[src/vme_slave_defines.svh]
`ifndef VME_SLAVE_DEFINES_SVH
`define VME_SLAVE_DEFINES_SVH

// ----------------------------------------------------------------
// register offsets (byte addresses from the register base)
// ----------------------------------------------------------------
`define BOUNDS_ONE_OFS 5'h00
`define BOUNDS_TWO_OFS 5'h04
`define XLATE_ONE_OFS 5'h08
`define XLATE_TWO_OFS 5'h0C
`define CONTROL_OFS 5'h10

// ----------------------------------------------------------------
// reset values and writable bits
// ----------------------------------------------------------------
`define WORD_RESET 32'h0000_0000
`define CTL_MASK 32'h0FFF_0FFF

// ----------------------------------------------------------------
// control word field positions
// ----------------------------------------------------------------
`define CTL_ONE_LSB 0
`define CTL_TWO_LSB 16
`define AMSEL_W 8
`define WP_ONE_BIT 8
`define ADDER_ONE_BIT 11
`define WP_TWO_BIT 24
`define ADDER_TWO_BIT 27

// ----------------------------------------------------------------
// address modifier decode
// ----------------------------------------------------------------
`define AM_WIDTH_A32 3'h1
`define AM_WIDTH_A24 3'h7
`define AM_KIND_D64 2'h0
`define AM_KIND_DAT 2'h1
`define AM_KIND_PGM 2'h2
`define AM_KIND_BLK 2'h3

// ----------------------------------------------------------------
// register access sizes
// ----------------------------------------------------------------
`define SIZE_WORD 2'h2

`endif

[src/vme_slave_pkg.sv]
package vme_slave_pkg;

  typedef enum logic [2:0] {
    ST_IDLE = 3'b001,
    ST_CLAIM = 3'b010,
    ST_SKIP = 3'b100
  } cycle_state_t;

  typedef logic [15:0] half_word_t;

endpackage

[src/sync_two_stage.sv]
module sync_two_stage #(
  parameter int WIDTH = 1
) (
  input wire logic ref_clk_i,
  input wire logic sys_rst_i,
  input wire logic [WIDTH-1:0] d_i,
  output logic [WIDTH-1:0] q_o
);

  logic [WIDTH-1:0] stage;

  always_ff @(posedge ref_clk_i or posedge sys_rst_i) begin
    if (sys_rst_i) begin
      stage <= '0;
      q_o <= '0;
    end else begin
      stage <= d_i;
      q_o <= stage;
    end
  end

endmodule

[src/slave_window_decoder.sv]
`include "vme_slave_defines.svh"

module slave_window_decoder (
  input wire logic [31:0] addr_i,
  input wire logic [5:0] am_i,
  input wire logic [15:0] start_addr_i,
  input wire logic [15:0] end_addr_i,
  input wire logic [15:0] value_i,
  input wire logic [15:0] mask_i,
  input wire logic [`AMSEL_W-1:0] amsel_i,
  input wire logic adder_en_i,
  output logic hit_o,
  output logic [31:0] local_addr_o
);

  logic is_a24;
  logic is_a32;
  logic [3:0] kind;
  logic enabled;
  logic am_ok;
  logic in_range;
  vme_slave_pkg::half_word_t upper;
  vme_slave_pkg::half_word_t replaced;
  vme_slave_pkg::half_word_t summed;

  assign is_a24 = (am_i[5:3] == `AM_WIDTH_A24);
  assign is_a32 = (am_i[5:3] == `AM_WIDTH_A32);

  always_comb begin
    kind = 4'h0;
    case (am_i[1:0])
      `AM_KIND_DAT: kind[0] = 1'b1;
      `AM_KIND_PGM: kind[1] = 1'b1;
      `AM_KIND_BLK: kind[2] = 1'b1;
      default: kind[3] = 1'b1;
    endcase
  end

  // all selects clear means no response at all
  assign enabled = (|amsel_i[3:0]) & (|amsel_i[5:4]) & (|amsel_i[7:6]);
  assign am_ok = (|(kind & amsel_i[3:0]))
    & ((is_a24 & amsel_i[4]) | (is_a32 & amsel_i[5]))
    & (am_i[2] ? amsel_i[7] : amsel_i[6]);

  // short addressing sees the top byte as zero
  assign upper = is_a24 ? {8'h00, addr_i[23:16]} : addr_i[31:16];
  assign in_range = (upper >= start_addr_i) && (upper <= end_addr_i);
  assign hit_o = enabled & am_ok & in_range;

  genvar b;
  generate
    for (b = 0; b < 16; b++) begin : g_replace
      if (b >= 8) begin : g_high
        assign replaced[b] = (mask_i[b] | is_a24) ? value_i[b] : upper[b];
      end else begin : g_low
        assign replaced[b] = mask_i[b] ? value_i[b] : upper[b];
      end
    end
  endgenerate

  assign summed = value_i + upper;

  // adder bit picks the scheme; low half never altered
  assign local_addr_o = {adder_en_i ? summed : replaced, addr_i[15:0]};

endmodule

[src/vme_slave_map.sv]
// Functional notes
// - two independent windows map bus segments of 64KB to 4GB onto local bus.
// - translation builds top 16 local bits from the translation word and the bus address.
// - both windows come out of any reset disabled.
// - short addressing cycles see top eight address bits as zero before compare.
// - all modifier selects clear means the window answers nothing.
// - only local bits 31..16 are translated; low bits pass unchanged.
// - short cycles with adder off take top eight local lines from the translation value.
// - set mask bit takes the value bit, clear takes the bus bit.
// - with adder on, local 31..16 is offset plus bus 31..16.
// - short cycles zero bus bits 31..24 before the addition.
// - adder enables are control bits 11 and 27 at offset 0x10.
// - both adders are off after reset.
// - write posting only while the window's post enable bit is set.
// - bounds word holds end in 31..16, start in 15..0.
// - upper translation half is replacement value and adder offset.
// - a window needs one select in each of kind, width and privilege.
// - post enables are control bits 8 and 24, cleared by reset.
`include "vme_slave_defines.svh"

module vme_slave_map #(
  parameter int ADDR_W = 32,
  parameter int AM_W = 6
) (
  input wire logic ref_clk_i,
  input wire logic sys_rst_i,
  input wire logic reg_req_i,
  input wire logic reg_wr_i,
  input wire logic [4:0] reg_addr_i,
  input wire logic [1:0] reg_size_i,
  input wire logic [31:0] reg_wdata_i,
  output logic reg_ack_o,
  output logic reg_err_o,
  output logic [31:0] reg_rdata_o,
  input wire logic [ADDR_W-1:0] vme_addr_i,
  input wire logic [AM_W-1:0] vme_am_i,
  input wire logic vme_as_n_i,
  input wire logic vme_write_n_i,
  output logic claim_one_o,
  output logic claim_two_o,
  output logic [31:0] local_addr_o,
  output logic post_write_o
);

  if (ADDR_W != 32 || AM_W != 6) begin : g_bad_width
    $error("vme_slave_map supports only 32 address and 6 modifier bits");
  end

  // ----------------------------------------------------------------
  // register file
  // ----------------------------------------------------------------
  logic [31:0] bounds_one;
  logic [31:0] bounds_two;
  logic [31:0] xlate_one;
  logic [31:0] xlate_two;
  logic [31:0] ctl;
  logic [31:0] next_bounds_one;
  logic [31:0] next_bounds_two;
  logic [31:0] next_xlate_one;
  logic [31:0] next_xlate_two;
  logic [31:0] next_ctl;
  logic next_ack;
  logic next_err;
  logic [31:0] next_rdata;
  logic wr_ok;

  function automatic logic at_ofs(input logic [4:0] a, input logic [4:0] ofs);
    at_ofs = (a == ofs);
  endfunction

  // narrow writes are refused with an error, wide reads of any size
  assign wr_ok = reg_req_i && reg_wr_i && (reg_size_i == `SIZE_WORD);

  always_comb begin
    next_bounds_one = bounds_one;
    next_bounds_two = bounds_two;
    next_xlate_one = xlate_one;
    next_xlate_two = xlate_two;
    next_ctl = ctl;
    next_ack = reg_req_i && !(reg_wr_i && reg_size_i != `SIZE_WORD);
    next_err = reg_req_i && reg_wr_i && (reg_size_i != `SIZE_WORD);
    next_rdata = reg_rdata_o;
    if (wr_ok) begin
      if (at_ofs(reg_addr_i, `BOUNDS_ONE_OFS)) next_bounds_one = reg_wdata_i;
      if (at_ofs(reg_addr_i, `BOUNDS_TWO_OFS)) next_bounds_two = reg_wdata_i;
      if (at_ofs(reg_addr_i, `XLATE_ONE_OFS)) next_xlate_one = reg_wdata_i;
      if (at_ofs(reg_addr_i, `XLATE_TWO_OFS)) next_xlate_two = reg_wdata_i;
      if (at_ofs(reg_addr_i, `CONTROL_OFS)) next_ctl = reg_wdata_i & `CTL_MASK;
    end
    if (reg_req_i && !reg_wr_i) begin
      next_rdata = 32'h0000_0000;
      if (at_ofs(reg_addr_i, `BOUNDS_ONE_OFS)) next_rdata = bounds_one;
      if (at_ofs(reg_addr_i, `BOUNDS_TWO_OFS)) next_rdata = bounds_two;
      if (at_ofs(reg_addr_i, `XLATE_ONE_OFS)) next_rdata = xlate_one;
      if (at_ofs(reg_addr_i, `XLATE_TWO_OFS)) next_rdata = xlate_two;
      if (at_ofs(reg_addr_i, `CONTROL_OFS)) next_rdata = ctl;
    end
  end

  always_ff @(posedge ref_clk_i or posedge sys_rst_i) begin
    if (sys_rst_i) begin
      bounds_one <= `WORD_RESET;
      bounds_two <= `WORD_RESET;
      xlate_one <= `WORD_RESET;
      xlate_two <= `WORD_RESET;
      ctl <= `WORD_RESET;
      reg_ack_o <= 1'b0;
      reg_err_o <= 1'b0;
      reg_rdata_o <= 32'h0000_0000;
    end else begin
      bounds_one <= next_bounds_one;
      bounds_two <= next_bounds_two;
      xlate_one <= next_xlate_one;
      xlate_two <= next_xlate_two;
      ctl <= next_ctl;
      reg_ack_o <= next_ack;
      reg_err_o <= next_err;
      reg_rdata_o <= next_rdata;
    end
  end

  // ----------------------------------------------------------------
  // bus input synchronisers
  // ----------------------------------------------------------------
  logic [31:0] addr_s;
  logic [5:0] am_s;
  logic as_n_s;
  logic write_n_s;

  sync_two_stage #(.WIDTH(40)) u_sync (
    .ref_clk_i(ref_clk_i),
    .sys_rst_i(sys_rst_i),
    .d_i({vme_addr_i, vme_am_i, vme_as_n_i, vme_write_n_i}),
    .q_o({addr_s, am_s, as_n_s, write_n_s})
  );

  // ----------------------------------------------------------------
  // the two window decoders
  // ----------------------------------------------------------------
  logic hit_one;
  logic hit_two;
  logic [31:0] xaddr_one;
  logic [31:0] xaddr_two;

  slave_window_decoder u_dec_one (
    .addr_i(addr_s),
    .am_i(am_s),
    .start_addr_i(bounds_one[15:0]),
    .end_addr_i(bounds_one[31:16]),
    .value_i(xlate_one[31:16]),
    .mask_i(xlate_one[15:0]),
    .amsel_i(ctl[`CTL_ONE_LSB +: `AMSEL_W]),
    .adder_en_i(ctl[`ADDER_ONE_BIT]),
    .hit_o(hit_one),
    .local_addr_o(xaddr_one)
  );

  slave_window_decoder u_dec_two (
    .addr_i(addr_s),
    .am_i(am_s),
    .start_addr_i(bounds_two[15:0]),
    .end_addr_i(bounds_two[31:16]),
    .value_i(xlate_two[31:16]),
    .mask_i(xlate_two[15:0]),
    .amsel_i(ctl[`CTL_TWO_LSB +: `AMSEL_W]),
    .adder_en_i(ctl[`ADDER_TWO_BIT]),
    .hit_o(hit_two),
    .local_addr_o(xaddr_two)
  );

  // ----------------------------------------------------------------
  // cycle claim sequencer
  // ----------------------------------------------------------------
  vme_slave_pkg::cycle_state_t state;
  vme_slave_pkg::cycle_state_t next_state;
  logic next_claim_one;
  logic next_claim_two;
  logic [31:0] next_local_addr;
  logic next_post;

  // decision taken once per strobe; window one wins an overlap
  always_comb begin
    next_state = state;
    next_claim_one = claim_one_o;
    next_claim_two = claim_two_o;
    next_local_addr = local_addr_o;
    next_post = post_write_o;
    case (state)
      vme_slave_pkg::ST_IDLE: begin
        if (!as_n_s) begin
          if (hit_one) begin
            next_state = vme_slave_pkg::ST_CLAIM;
            next_claim_one = 1'b1;
            next_local_addr = xaddr_one;
            next_post = !write_n_s && ctl[`WP_ONE_BIT];
          end else if (hit_two) begin
            next_state = vme_slave_pkg::ST_CLAIM;
            next_claim_two = 1'b1;
            next_local_addr = xaddr_two;
            next_post = !write_n_s && ctl[`WP_TWO_BIT];
          end else begin
            next_state = vme_slave_pkg::ST_SKIP;
          end
        end
      end
      vme_slave_pkg::ST_CLAIM, vme_slave_pkg::ST_SKIP: begin
        if (as_n_s) begin
          next_state = vme_slave_pkg::ST_IDLE;
          next_claim_one = 1'b0;
          next_claim_two = 1'b0;
          next_post = 1'b0;
        end
      end
      default: begin
        next_state = vme_slave_pkg::ST_IDLE;
        next_claim_one = 1'b0;
        next_claim_two = 1'b0;
        next_post = 1'b0;
      end
    endcase
  end

  always_ff @(posedge ref_clk_i or posedge sys_rst_i) begin
    if (sys_rst_i) begin
      state <= vme_slave_pkg::ST_IDLE;
      claim_one_o <= 1'b0;
      claim_two_o <= 1'b0;
      local_addr_o <= 32'h0000_0000;
      post_write_o <= 1'b0;
    end else begin
      state <= next_state;
      claim_one_o <= next_claim_one;
      claim_two_o <= next_claim_two;
      local_addr_o <= next_local_addr;
      post_write_o <= next_post;
    end
  end

  logic take;
  logic a32_s;
  logic a24_s;
  assign take = (state == vme_slave_pkg::ST_IDLE) && !as_n_s;
  assign a32_s = (am_s[5:3] == `AM_WIDTH_A32);
  assign a24_s = (am_s[5:3] == `AM_WIDTH_A24);
endmodule

[config.mk]
export PLATFORM = sky130hd
export DESIGN_NAME = vme_slave_map
export DESIGN_NICKNAME = d
export VERILOG_FILES = /design/src/vme_slave_pkg.sv /design/src/sync_two_stage.sv /design/src/slave_window_decoder.sv /design/src/vme_slave_map.sv
export VERILOG_INCLUDE_DIRS = /design/src
export SDC_FILE = /design/constraint.sdc
export NUM_CORES = 1
export LEC_CHECK = 0
export BUFFER_PORTS_ARGS = -buffer_cell sky130_fd_sc_hd__buf_2
export CORE_ASPECT_RATIO = 1.4
export CORE_MARGIN = 2
export CORE_UTILIZATION = 54
export DETAILED_ROUTE_END_ITERATION = 10
export PLACE_DENSITY_LB_ADDON = 0.25
export SYNTH_ARGS = -nofsm -noshare
export SYNTH_HDL_FRONTEND = slang
export SYNTH_HIERARCHICAL = 1
export SYNTH_SLANG_ARGS = --single-unit
[constraint.sdc]
create_clock -name ref_clk_i -period 7.73 [get_ports ref_clk_i]
set_input_delay 1.9325 -clock ref_clk_i [delete_from_list [all_inputs] [get_ports ref_clk_i]]
set_output_delay 1.9325 -clock ref_clk_i [all_outputs]
set_load 0.05 [all_outputs]
==> impl_metrics.json, run 1 <==
{
  "status": "finished clean",
  "min_period_over_period_pct": 59.26,
  "synth_cell_types": 87,
  "ys_warn_count": 6,
  "cts_hold_buffers": 0,
  "worstPathRequired_ps": 8220,
  "p_switching_w": 0.001036,
  "slew_viol_final": 0,
  "cell_internal_pwr_w": 0.002816,
  "fill_cells": 2520,
  "diodes": 0,
  "syn2layout_area_growth_pct": 11.68,
  "cts_buffer_depth": 3,
  "p_total_w": 0.003852,
  "crit_type": "flop to flop",
  "drt_wl_total_mm": 47.07,
  "tns_ps": 0,
  "dp_hpwl_mm": 33.88,
  "ant_nets": 0,
  "grt_util_met1_pct": 34.49,
  "vias": 12560,
  "ys.flop_type": "dfrtp_1",
  "vdd_drop_max_mv": 0.1797,
  "cts-resized-gates": 0,
  "grt_max_degree": 69,
  "dp_slack_ps": 2771,
  "grt_pass1_vias": 12620,
  "final.setup.worst_slack_ps": 3149,
  "synth_seq_area_share_pct": 46.22,
  "grt_use_total_pct": 29.97,
  "synth_area_um2": 16460,
  "finalClockSkew_ps": 10.49,
  "grt.met2_usage_pct": 49.17,
  "arrival_ps": 5070,
  "crit_fanout": 53,
  "antenna_found_initial": 0,
  "finalHoldViolCount": 0,
  "power_frac_comb_pct": 13.0,
  "max_freq_mhz": 218.3,
  "worstMarginPinSlew_ps": 1274,
  "io_pins": 152,
  "use_met3_pct": 3.745,
  "clk_latency_ps": 570,
  "async_flop_share_pct": 100.0,
  "core_region_area_um2": 30030,
  "grt_pass1_wl_mm": 72.02,
  "end_kind": "flop",
  "min_path_type": "flop to flop",
  "leakage_nw": 8.737,
  "p_seq_share_pct": 45.7,
  "netlist_instances": 1519,
  "grt_overflow": 0,
  "finalSetupViolations": 0,
  "postCtsSetupBuffers": 0,
  "seqCellArea_um2": 7609,
  "powerDensity_nw_per_um2": 209.5,
  "grt-busiest-layer": "met2",
  "htreeDepth": 1,
  "avgSynthCellArea_um2": 10.84,
  "relSlewSlack_pct": 14.92,
  "clkPwrFrac_pct": 41.3,
  "drt_first_pass_iters": 6,
  "period_minus_slack_ps": 4581,
  "die_y_um": 210.6,
  "layout.nets": 1780,
  "dieArea_um2": 31920,
  "p_sw_share_pct": 26.89,
  "drt_iter0_drc": 793,
  "vias_per_cell": 6.232,
  "maxCapViolCount": 0,
  "clock-root-buffer": "clkbuf_16",
  "layout-drive-gt1-share_pct": 19.82,
  "synth_nets": 1690,
  "clk_pin_slew_ps": 70,
  "cts_buffers": 30,
  "initial_utilization_pct": 54.82,
  "synth_edf_count": 0,
  "place_congestion": 0.9711,
  "remaining_drc_errors": 0,
  "cts_num_sinks": 304,
  "rsz0062_at_grt": "no",
  "wl_per_cell_um": 23.36,
  "ys_ff_latch": 304,
  "cts_tree": "yes",
  "row_count": 75,
  "startpoint_type": "flop",
  "portBuffers": 151,
  "fp.dieW_um": 151.6,
  "multiInputGateArea_um2": 7989
}
-- power groups by stage --
stage               Clock (W)  Combinational, W  Sequential (W)
global placement            0          0.000483         0.00179
CTS                   0.00161          0.000499         0.00176
finish                0.00159          0.000500         0.00176
floorplan                   0          0.000309         0.00180
global route          0.00168          0.000547         0.00177
detailed placement          0          0.000495         0.00179
-- synthesized netlist by cell type (5+ instances only) --
library cell | number | area share (%)
dfrtp_1 | 303 | 46
a21oi_1 | 105 | 3.2
mux2_1 | 95 | 6.5
nand2_1 | 93 | 2.1
ha_1 | 86 | 6.5
inv_1 | 84 | 1.9
nor2_1 | 79 | 1.8
mux2i_1 | 72 | 4.4
o21ai_0 | 72 | 2.2
mux2_2 | 70 | 4.8
clkbuf_1 | 45 | 1.0
buf_4 | 33 | 1.5
o221ai_1 | 30 | 1.6
a21o_1 | 26 | 1.2
buf_2 | 25 | 0.76
a221oi_1 | 23 | 1.2
nor3_1 | 21 | 0.64
nand3_1 | 15 | 0.46
nor2b_1 | 15 | 0.57
a211oi_1 | 14 | 0.64
o21a_1 | 14 | 0.64
o31ai_1 | 14 | 0.64
nand2b_1 | 11 | 0.42
nand4_1 | 11 | 0.42
xnor2_1 | 11 | 0.59
and2_1 | 8 | 0.30
xor2_1 | 8 | 0.43
and3_1 | 7 | 0.27
buf_1 | 6 | 0.14
o211ai_1 | 6 | 0.27
or3_1 | 6 | 0.23
nand4b_1 | 5 | 0.27
nor4_1 | 5 | 0.19
o311a_1 | 5 | 0.30
-- logic make-up (layout without fill, tap and decap cells) --
| kind of cell | after synthesis | in the layout | synth area share (%) |
|---|---|---|---|
| xor gates and xnor gates | 19 | 19 | 1.011 |
| buffers and inverters | 197 | 308 | 5.526 |
| and+or+nand+nor | 304 | 304 | 9.136 |
| DFF | 304 | 304 | 46.22 |
| AOI/OAI and AO/OA | 362 | 362 | 14.93 |
| muxes | 240 | 240 | 16.08 |
| adders and majority gates | 93 | 93 | 7.106 |
-- flip-flops by register name, summed over array words and instances (netlist names), 3 cells and up --
| register | cells |
|---|---|
| bounds_one | 32 |
| ctl | 24 |
| state | 3 |
| xlate_one | 32 |
| local_addr_o | 32 |
| u_sync/q_o | 40 |
| reg_rdata_o | 32 |
| u_sync/stage | 40 |
| bounds_two | 32 |
| xlate_two | 32 |
-- final cells by class --
class                   instances  area share, %
repair buffers                169          4.914
flip-flops and latches        304          41.38
clock buffers                  43          4.846
multi-input cells            1018          43.45
well taps                     385          2.620
inverters                      86          1.783
clock inverters                10          1.000
-- placed cells by master (no fill, tap or decap), types with 15 or more instances in the layout --
| cell | n |
|---|---|
| a21o_1 | 26 |
| a21oi_1 | 105 |
| a221oi_1 | 23 |
| buf_2 | 151 |
| buf_4 | 17 |
| clkbuf_16 | 31 |
| dfrtp_1 | 303 |
| ha_1 | 86 |
| inv_1 | 82 |
| mux2_1 | 95 |
| mux2_2 | 70 |
| mux2i_1 | 72 |
| nand2_1 | 93 |
| nand3_1 | 15 |
| nor2_1 | 78 |
| nor3_1 | 20 |
| o21ai_0 | 72 |
| o221ai_1 | 30 |
-- stage by stage --
step,cells,hold WS [ps],cell area [um2],util [%]
3_5_place_dp,1962,334.7,17310,57.65
4_1_cts,2015,347.4,18390,61.22
2_1_floorplan,1519,331.2,16470,-
5_1_grt,2015,350.0,18390,61.22
3_3_place_gp,1962,332.0,17310,57.65
6_report,2015,341.3,18390,61.22
-- worst paths after layout --
kind                            slack (ps)                        from  cells past startpoint                           to
min in group asynchronous             1460                   sys_rst_i                      2     u_sync/q_o[19]$_DFF_PP0_
max in group asynchronous             4700                   sys_rst_i                      3  reg_rdata_o[13]$_DFFE_PP0P_
worst max register to register        3150     u_sync/q_o[6]$_DFF_PP0_                     14  local_addr_o[0]$_DFFE_PP0P_
worst max-delay path                  3150     u_sync/q_o[6]$_DFF_PP0_                     14  local_addr_o[0]$_DFFE_PP0P_
worst min-delay path                   340  u_sync/stage[28]$_DFF_PP0_                      0     u_sync/q_o[28]$_DFF_PP0_
worst min register to register         340  u_sync/stage[28]$_DFF_PP0_                      0     u_sync/q_o[28]$_DFF_PP0_
-- worst max-delay path: stages (launching register included) --
cell	delay [ps]
dfrtp_1	550
and3_1	720
nor2_1	300
ha_1	370
a21o_1	180
a21o_1	160
a21oi_1	250
nand3b_1	150
o21ai_0	170
o211a_1	250
o21bai_1	130
nor3_2	730
buf_12	320
nor2_1	70
a21oi_1	120
-- per-layer routing --
metal | up-vias | part of all wire (%)
met5 | - | 0
met3 | 192 | 5.2
met2 | 501 | 48
met1 | 6185 | 36
li1 | 5679 | -
met4 | 0 | 10
Note: power is estimated with default switching activity, not from simulation.
==> run 2: changes to the inputs <==
--- a/config.mk
+++ b/config.mk
@@ -6,10 +6,11 @@
 export SDC_FILE = /design/constraint.sdc
 export NUM_CORES = 1
 export LEC_CHECK = 0
+export ABC_AREA = 1
 export BUFFER_PORTS_ARGS = -buffer_cell sky130_fd_sc_hd__buf_2
 export CORE_ASPECT_RATIO = 1.4
 export CORE_MARGIN = 2
-export CORE_UTILIZATION = 54
+export CORE_UTILIZATION = 60
 export DETAILED_ROUTE_END_ITERATION = 10
 export PLACE_DENSITY_LB_ADDON = 0.25
 export SYNTH_ARGS = -nofsm -noshare
==> constraint.sdc (replaced) <==
create_clock -name ref_clk_i -period 4.6 [get_ports ref_clk_i]
set_input_delay 1.15 -clock ref_clk_i [delete_from_list [all_inputs] [get_ports ref_clk_i]]
set_output_delay 1.15 -clock ref_clk_i [all_outputs]
set_load 0.05 [all_outputs]
==> run 2 against run 1 <==
Effect of this change: die area decreased by 9.7%; global-route usage up 5.7 points; final area hardly changed; via count increased by 17%.
==> impl_metrics.json, run 2 <==
{
  "drt_iter0_drc": 1475,
  "dp_hpwl_mm": 36.55,
  "dieArea_um2": 28810,
  "p_sw_share_pct": 27.76,
  "slew_viol_final": 0,
  "clk_pin_slew_ps": 60,
  "cts_buffers": 30,
  "postCtsSetupBuffers": 0,
  "place_inst": 2453,
  "tns_ps": 0,
  "crit_path_frequent_cell": "nor2_1",
  "initial_utilization_pct": 61.18,
  "antenna_found_initial": 2,
  "ys_ff_latch": 304,
  "yosysTopAreaCell": "dfrtp_1",
  "worstPathRequired_ps": 5080,
  "powerDensity_nw_per_um2": 354.0,
  "remaining_drc_errors": 0,
  "synth.most_common_cell": "nand2_1",
  "crit_type": "flop to flop",
  "async_flop_share_pct": 100.0,
  "io_pins": 152,
  "p_switching_w": 0.001808,
  "fp.dieW_um": 144.0,
  "synth_cell_types": 45,
  "status": "finished clean",
  "ys_warn_count": 6,
  "clock-root-buffer": "clkbuf_16",
  "layout-drive-gt1-share_pct": 14.41,
  "stdcell_count": 2510,
  "rsz0062_at_grt": "no",
  "cts-resized-gates": 0,
  "max_freq_mhz": 272.9,
  "cts_num_sinks": 304,
  "synth_top_area_share_pct": 46.04,
  "cpMaxStageDelayCell": "dfrtp_1",
  "synth_top_cells_by_area": "dfrtp_1 (46%), nand2_1 (11%), ha_1 (6.5%)",
  "largestRegisters": "u_sync/q_o (40), u_sync/stage (40)",
  "holdCritStartpoint": "u_sync/stage[31]$_DFF_PP0_",
  "worstMarginPinSlew_ps": 1177,
  "r2r_start": "u_sync/q_o[7]$_DFF_PP0_",
  "vias": 14670,
  "vias_per_cell": 5.844,
  "layout_commonest_cell": "nand2_1",
  "clk_latency_ps": 580,
  "p_total_w": 0.006512,
  "arrival_ps": 4150,
  "drt_wl_total_mm": 50.21,
  "min_period_over_period_pct": 79.66,
  "vdd_drop_max_mv": 0.3899,
  "period_minus_slack_ps": 3664,
  "clkPwrFrac_pct": 41.3,
  "finalSetupViolations": 0,
  "grt_pass1_vias": 14260,
  "grt_use_total_pct": 35.64,
  "synth_nets": 2197,
  "path_delay_family": "simple AND/OR/NAND/NOR gates",
  "grt_pass1_wl_mm": 78.40,
  "layout.nets": 2291,
  "syn2layout_area_growth_pct": 11.69,
  "relSlewSlack_pct": 21.45,
  "die_y_um": 200.0,
  "fin_hold_ws_ps": 348.2,
  "final.setup.worst_slack_ps": 935.5,
  "finalClockSkew_ps": 14.92,
  "htreeDepth": 1,
  "ys.flop_type": "dfrtp_1",
  "row_count": 71,
  "startpoint_type": "flop",
  "grt_max_degree": 103,
  "leakage_nw": 9.174,
  "portBuffers": 151,
  "cpPeakStageDelay_ps": 420,
  "crit_path_cell_trace": "nand3_2 -> nand2_1 -> inv_1 -> ha_1 -> a21oi_1 -> nor2_1 -> a211oi_1 -> nand3_1 -> nand2_1 -> nand2_1 -> nor2_1 -> nor2_1 -> nor3_4 -> buf_4 -> nor2_1 -> a31oi_1",
  "drt_first_pass_iters": 6,
  "synth_seq_area_share_pct": 46.20,
  "dp_slack_ps": 1071,
  "min_path_type": "flop to flop",
  "wl_per_cell_um": 20.00,
  "final_cell_mix": "nand2_1 (479), dfrtp_1 (303), inv_1 (212), nor2_1 (170), buf_2 (151)",
  "synth_edf_count": 0,
  "core_region_area_um2": 26920,
  "cell_internal_pwr_w": 0.004705,
  "synth_area_um2": 16470,
  "netlist_instances": 2026,
  "synth_common_cells": "nand2_1 (480), dfrtp_1 (303), inv_1 (214)",
  "crit_start": "u_sync/q_o[7]$_DFF_PP0_",
  "power_frac_comb_pct": 13.4,
  "place_congestion": 1.027,
  "end_kind": "flop",
  "cp_num_buf_inv": 2,
  "cts_buffer_depth": 3,
  "avgSynthCellArea_um2": 8.128,
  "cts_hold_buffers": 0,
  "cts_tree": "yes",
  "finalHoldViolCount": 0,
  "grt_overflow": 0,
  "ant_nets": 0,
  "maxCapViolCount": 0,
  "crit_fanout": 35,
  "p_seq_share_pct": 45.3
}
-- run 2: through the flow --
step	cell area [um2]	utilization, %
after CTS	18390	68.33
after global placement	17300	64.26
after floorplan	16470	-
final	18390	68.34
after global routing	18390	68.34
after detailed placement	17300	64.26
-- run 2: layout make-up --
cell class,count,area (um2)
Clock inverter,13,203.9
Fill cell,2179,8523
Sequential cell,304,7609
Antenna cell,1,2.502
Multi-Input combinational cell,1379,7375
Inverter,226,853.3
Clock buffer,43,890.9
Timing Repair Buffer,179,1003
Tap cell,365,456.7
-- run 2: worst paths after layout --
check,to,slack (ps),depth (start not counted)
max in group asynchronous,u_sync/stage[17]$_DFF_PP0_,2870,3
hold reg to reg,u_sync/q_o[31]$_DFF_PP0_,350,0
min in group asynchronous,local_addr_o[15]$_DFFE_PP0P_,680,2
setup / recovery,local_addr_o[1]$_DFFE_PP0P_,940,16
hold / removal,u_sync/q_o[31]$_DFF_PP0_,350,0
setup reg to reg,local_addr_o[1]$_DFFE_PP0P_,940,16
-- run 2: cells by family (layout without fill, tap and decap cells) --
logic type,after synthesis,after routing,share of synthesized area (%)
adder cells (fa/ha/maj),88,88,6.777
multiplexers,9,9,0.5471
AND/OR/NAND/NOR,863,863,23.23
other,0,1,0
buffers and inverters,343,461,9.102
flip-flops,304,304,46.20
AO/OA/AOI/OAI,412,412,13.77
XOR/XNOR,7,7,0.3723
-- run 2: routing by layer --
layer  GRT usage, %  routed length (um)  vias up
met2          60.63               24350      766
li1               -                   -     6810
met1          43.96               18690     6904
met3          5.177                4145      188
met5              0                   0        -
met4          18.88                3024        0
-- run 2: worst reg2reg max path, stage by stage (launching register included) --
cell,delay [ps]
dfrtp_1,420
nand3_2,380
nand2_1,230
inv_1,130
ha_1,310
a21oi_1,160
nor2_1,50
a211oi_1,310
nand3_1,120
nand2_1,70
nand2_1,50
nor2_1,350
nor2_1,180
nor3_4,200
buf_4,340
nor2_1,100
a31oi_1,180
-- run 2: power groups by stage --
stage	registers [W]	clock network [W]	logic (W)
floorplan	0.00303	0	0.000536
global placement	0.00299	0	0.000839
detailed placement	0.00299	0	0.000858
CTS	0.00294	0.00272	0.000866
global route	0.00296	0.00283	0.000968
finish	0.00295	0.00269	0.000874
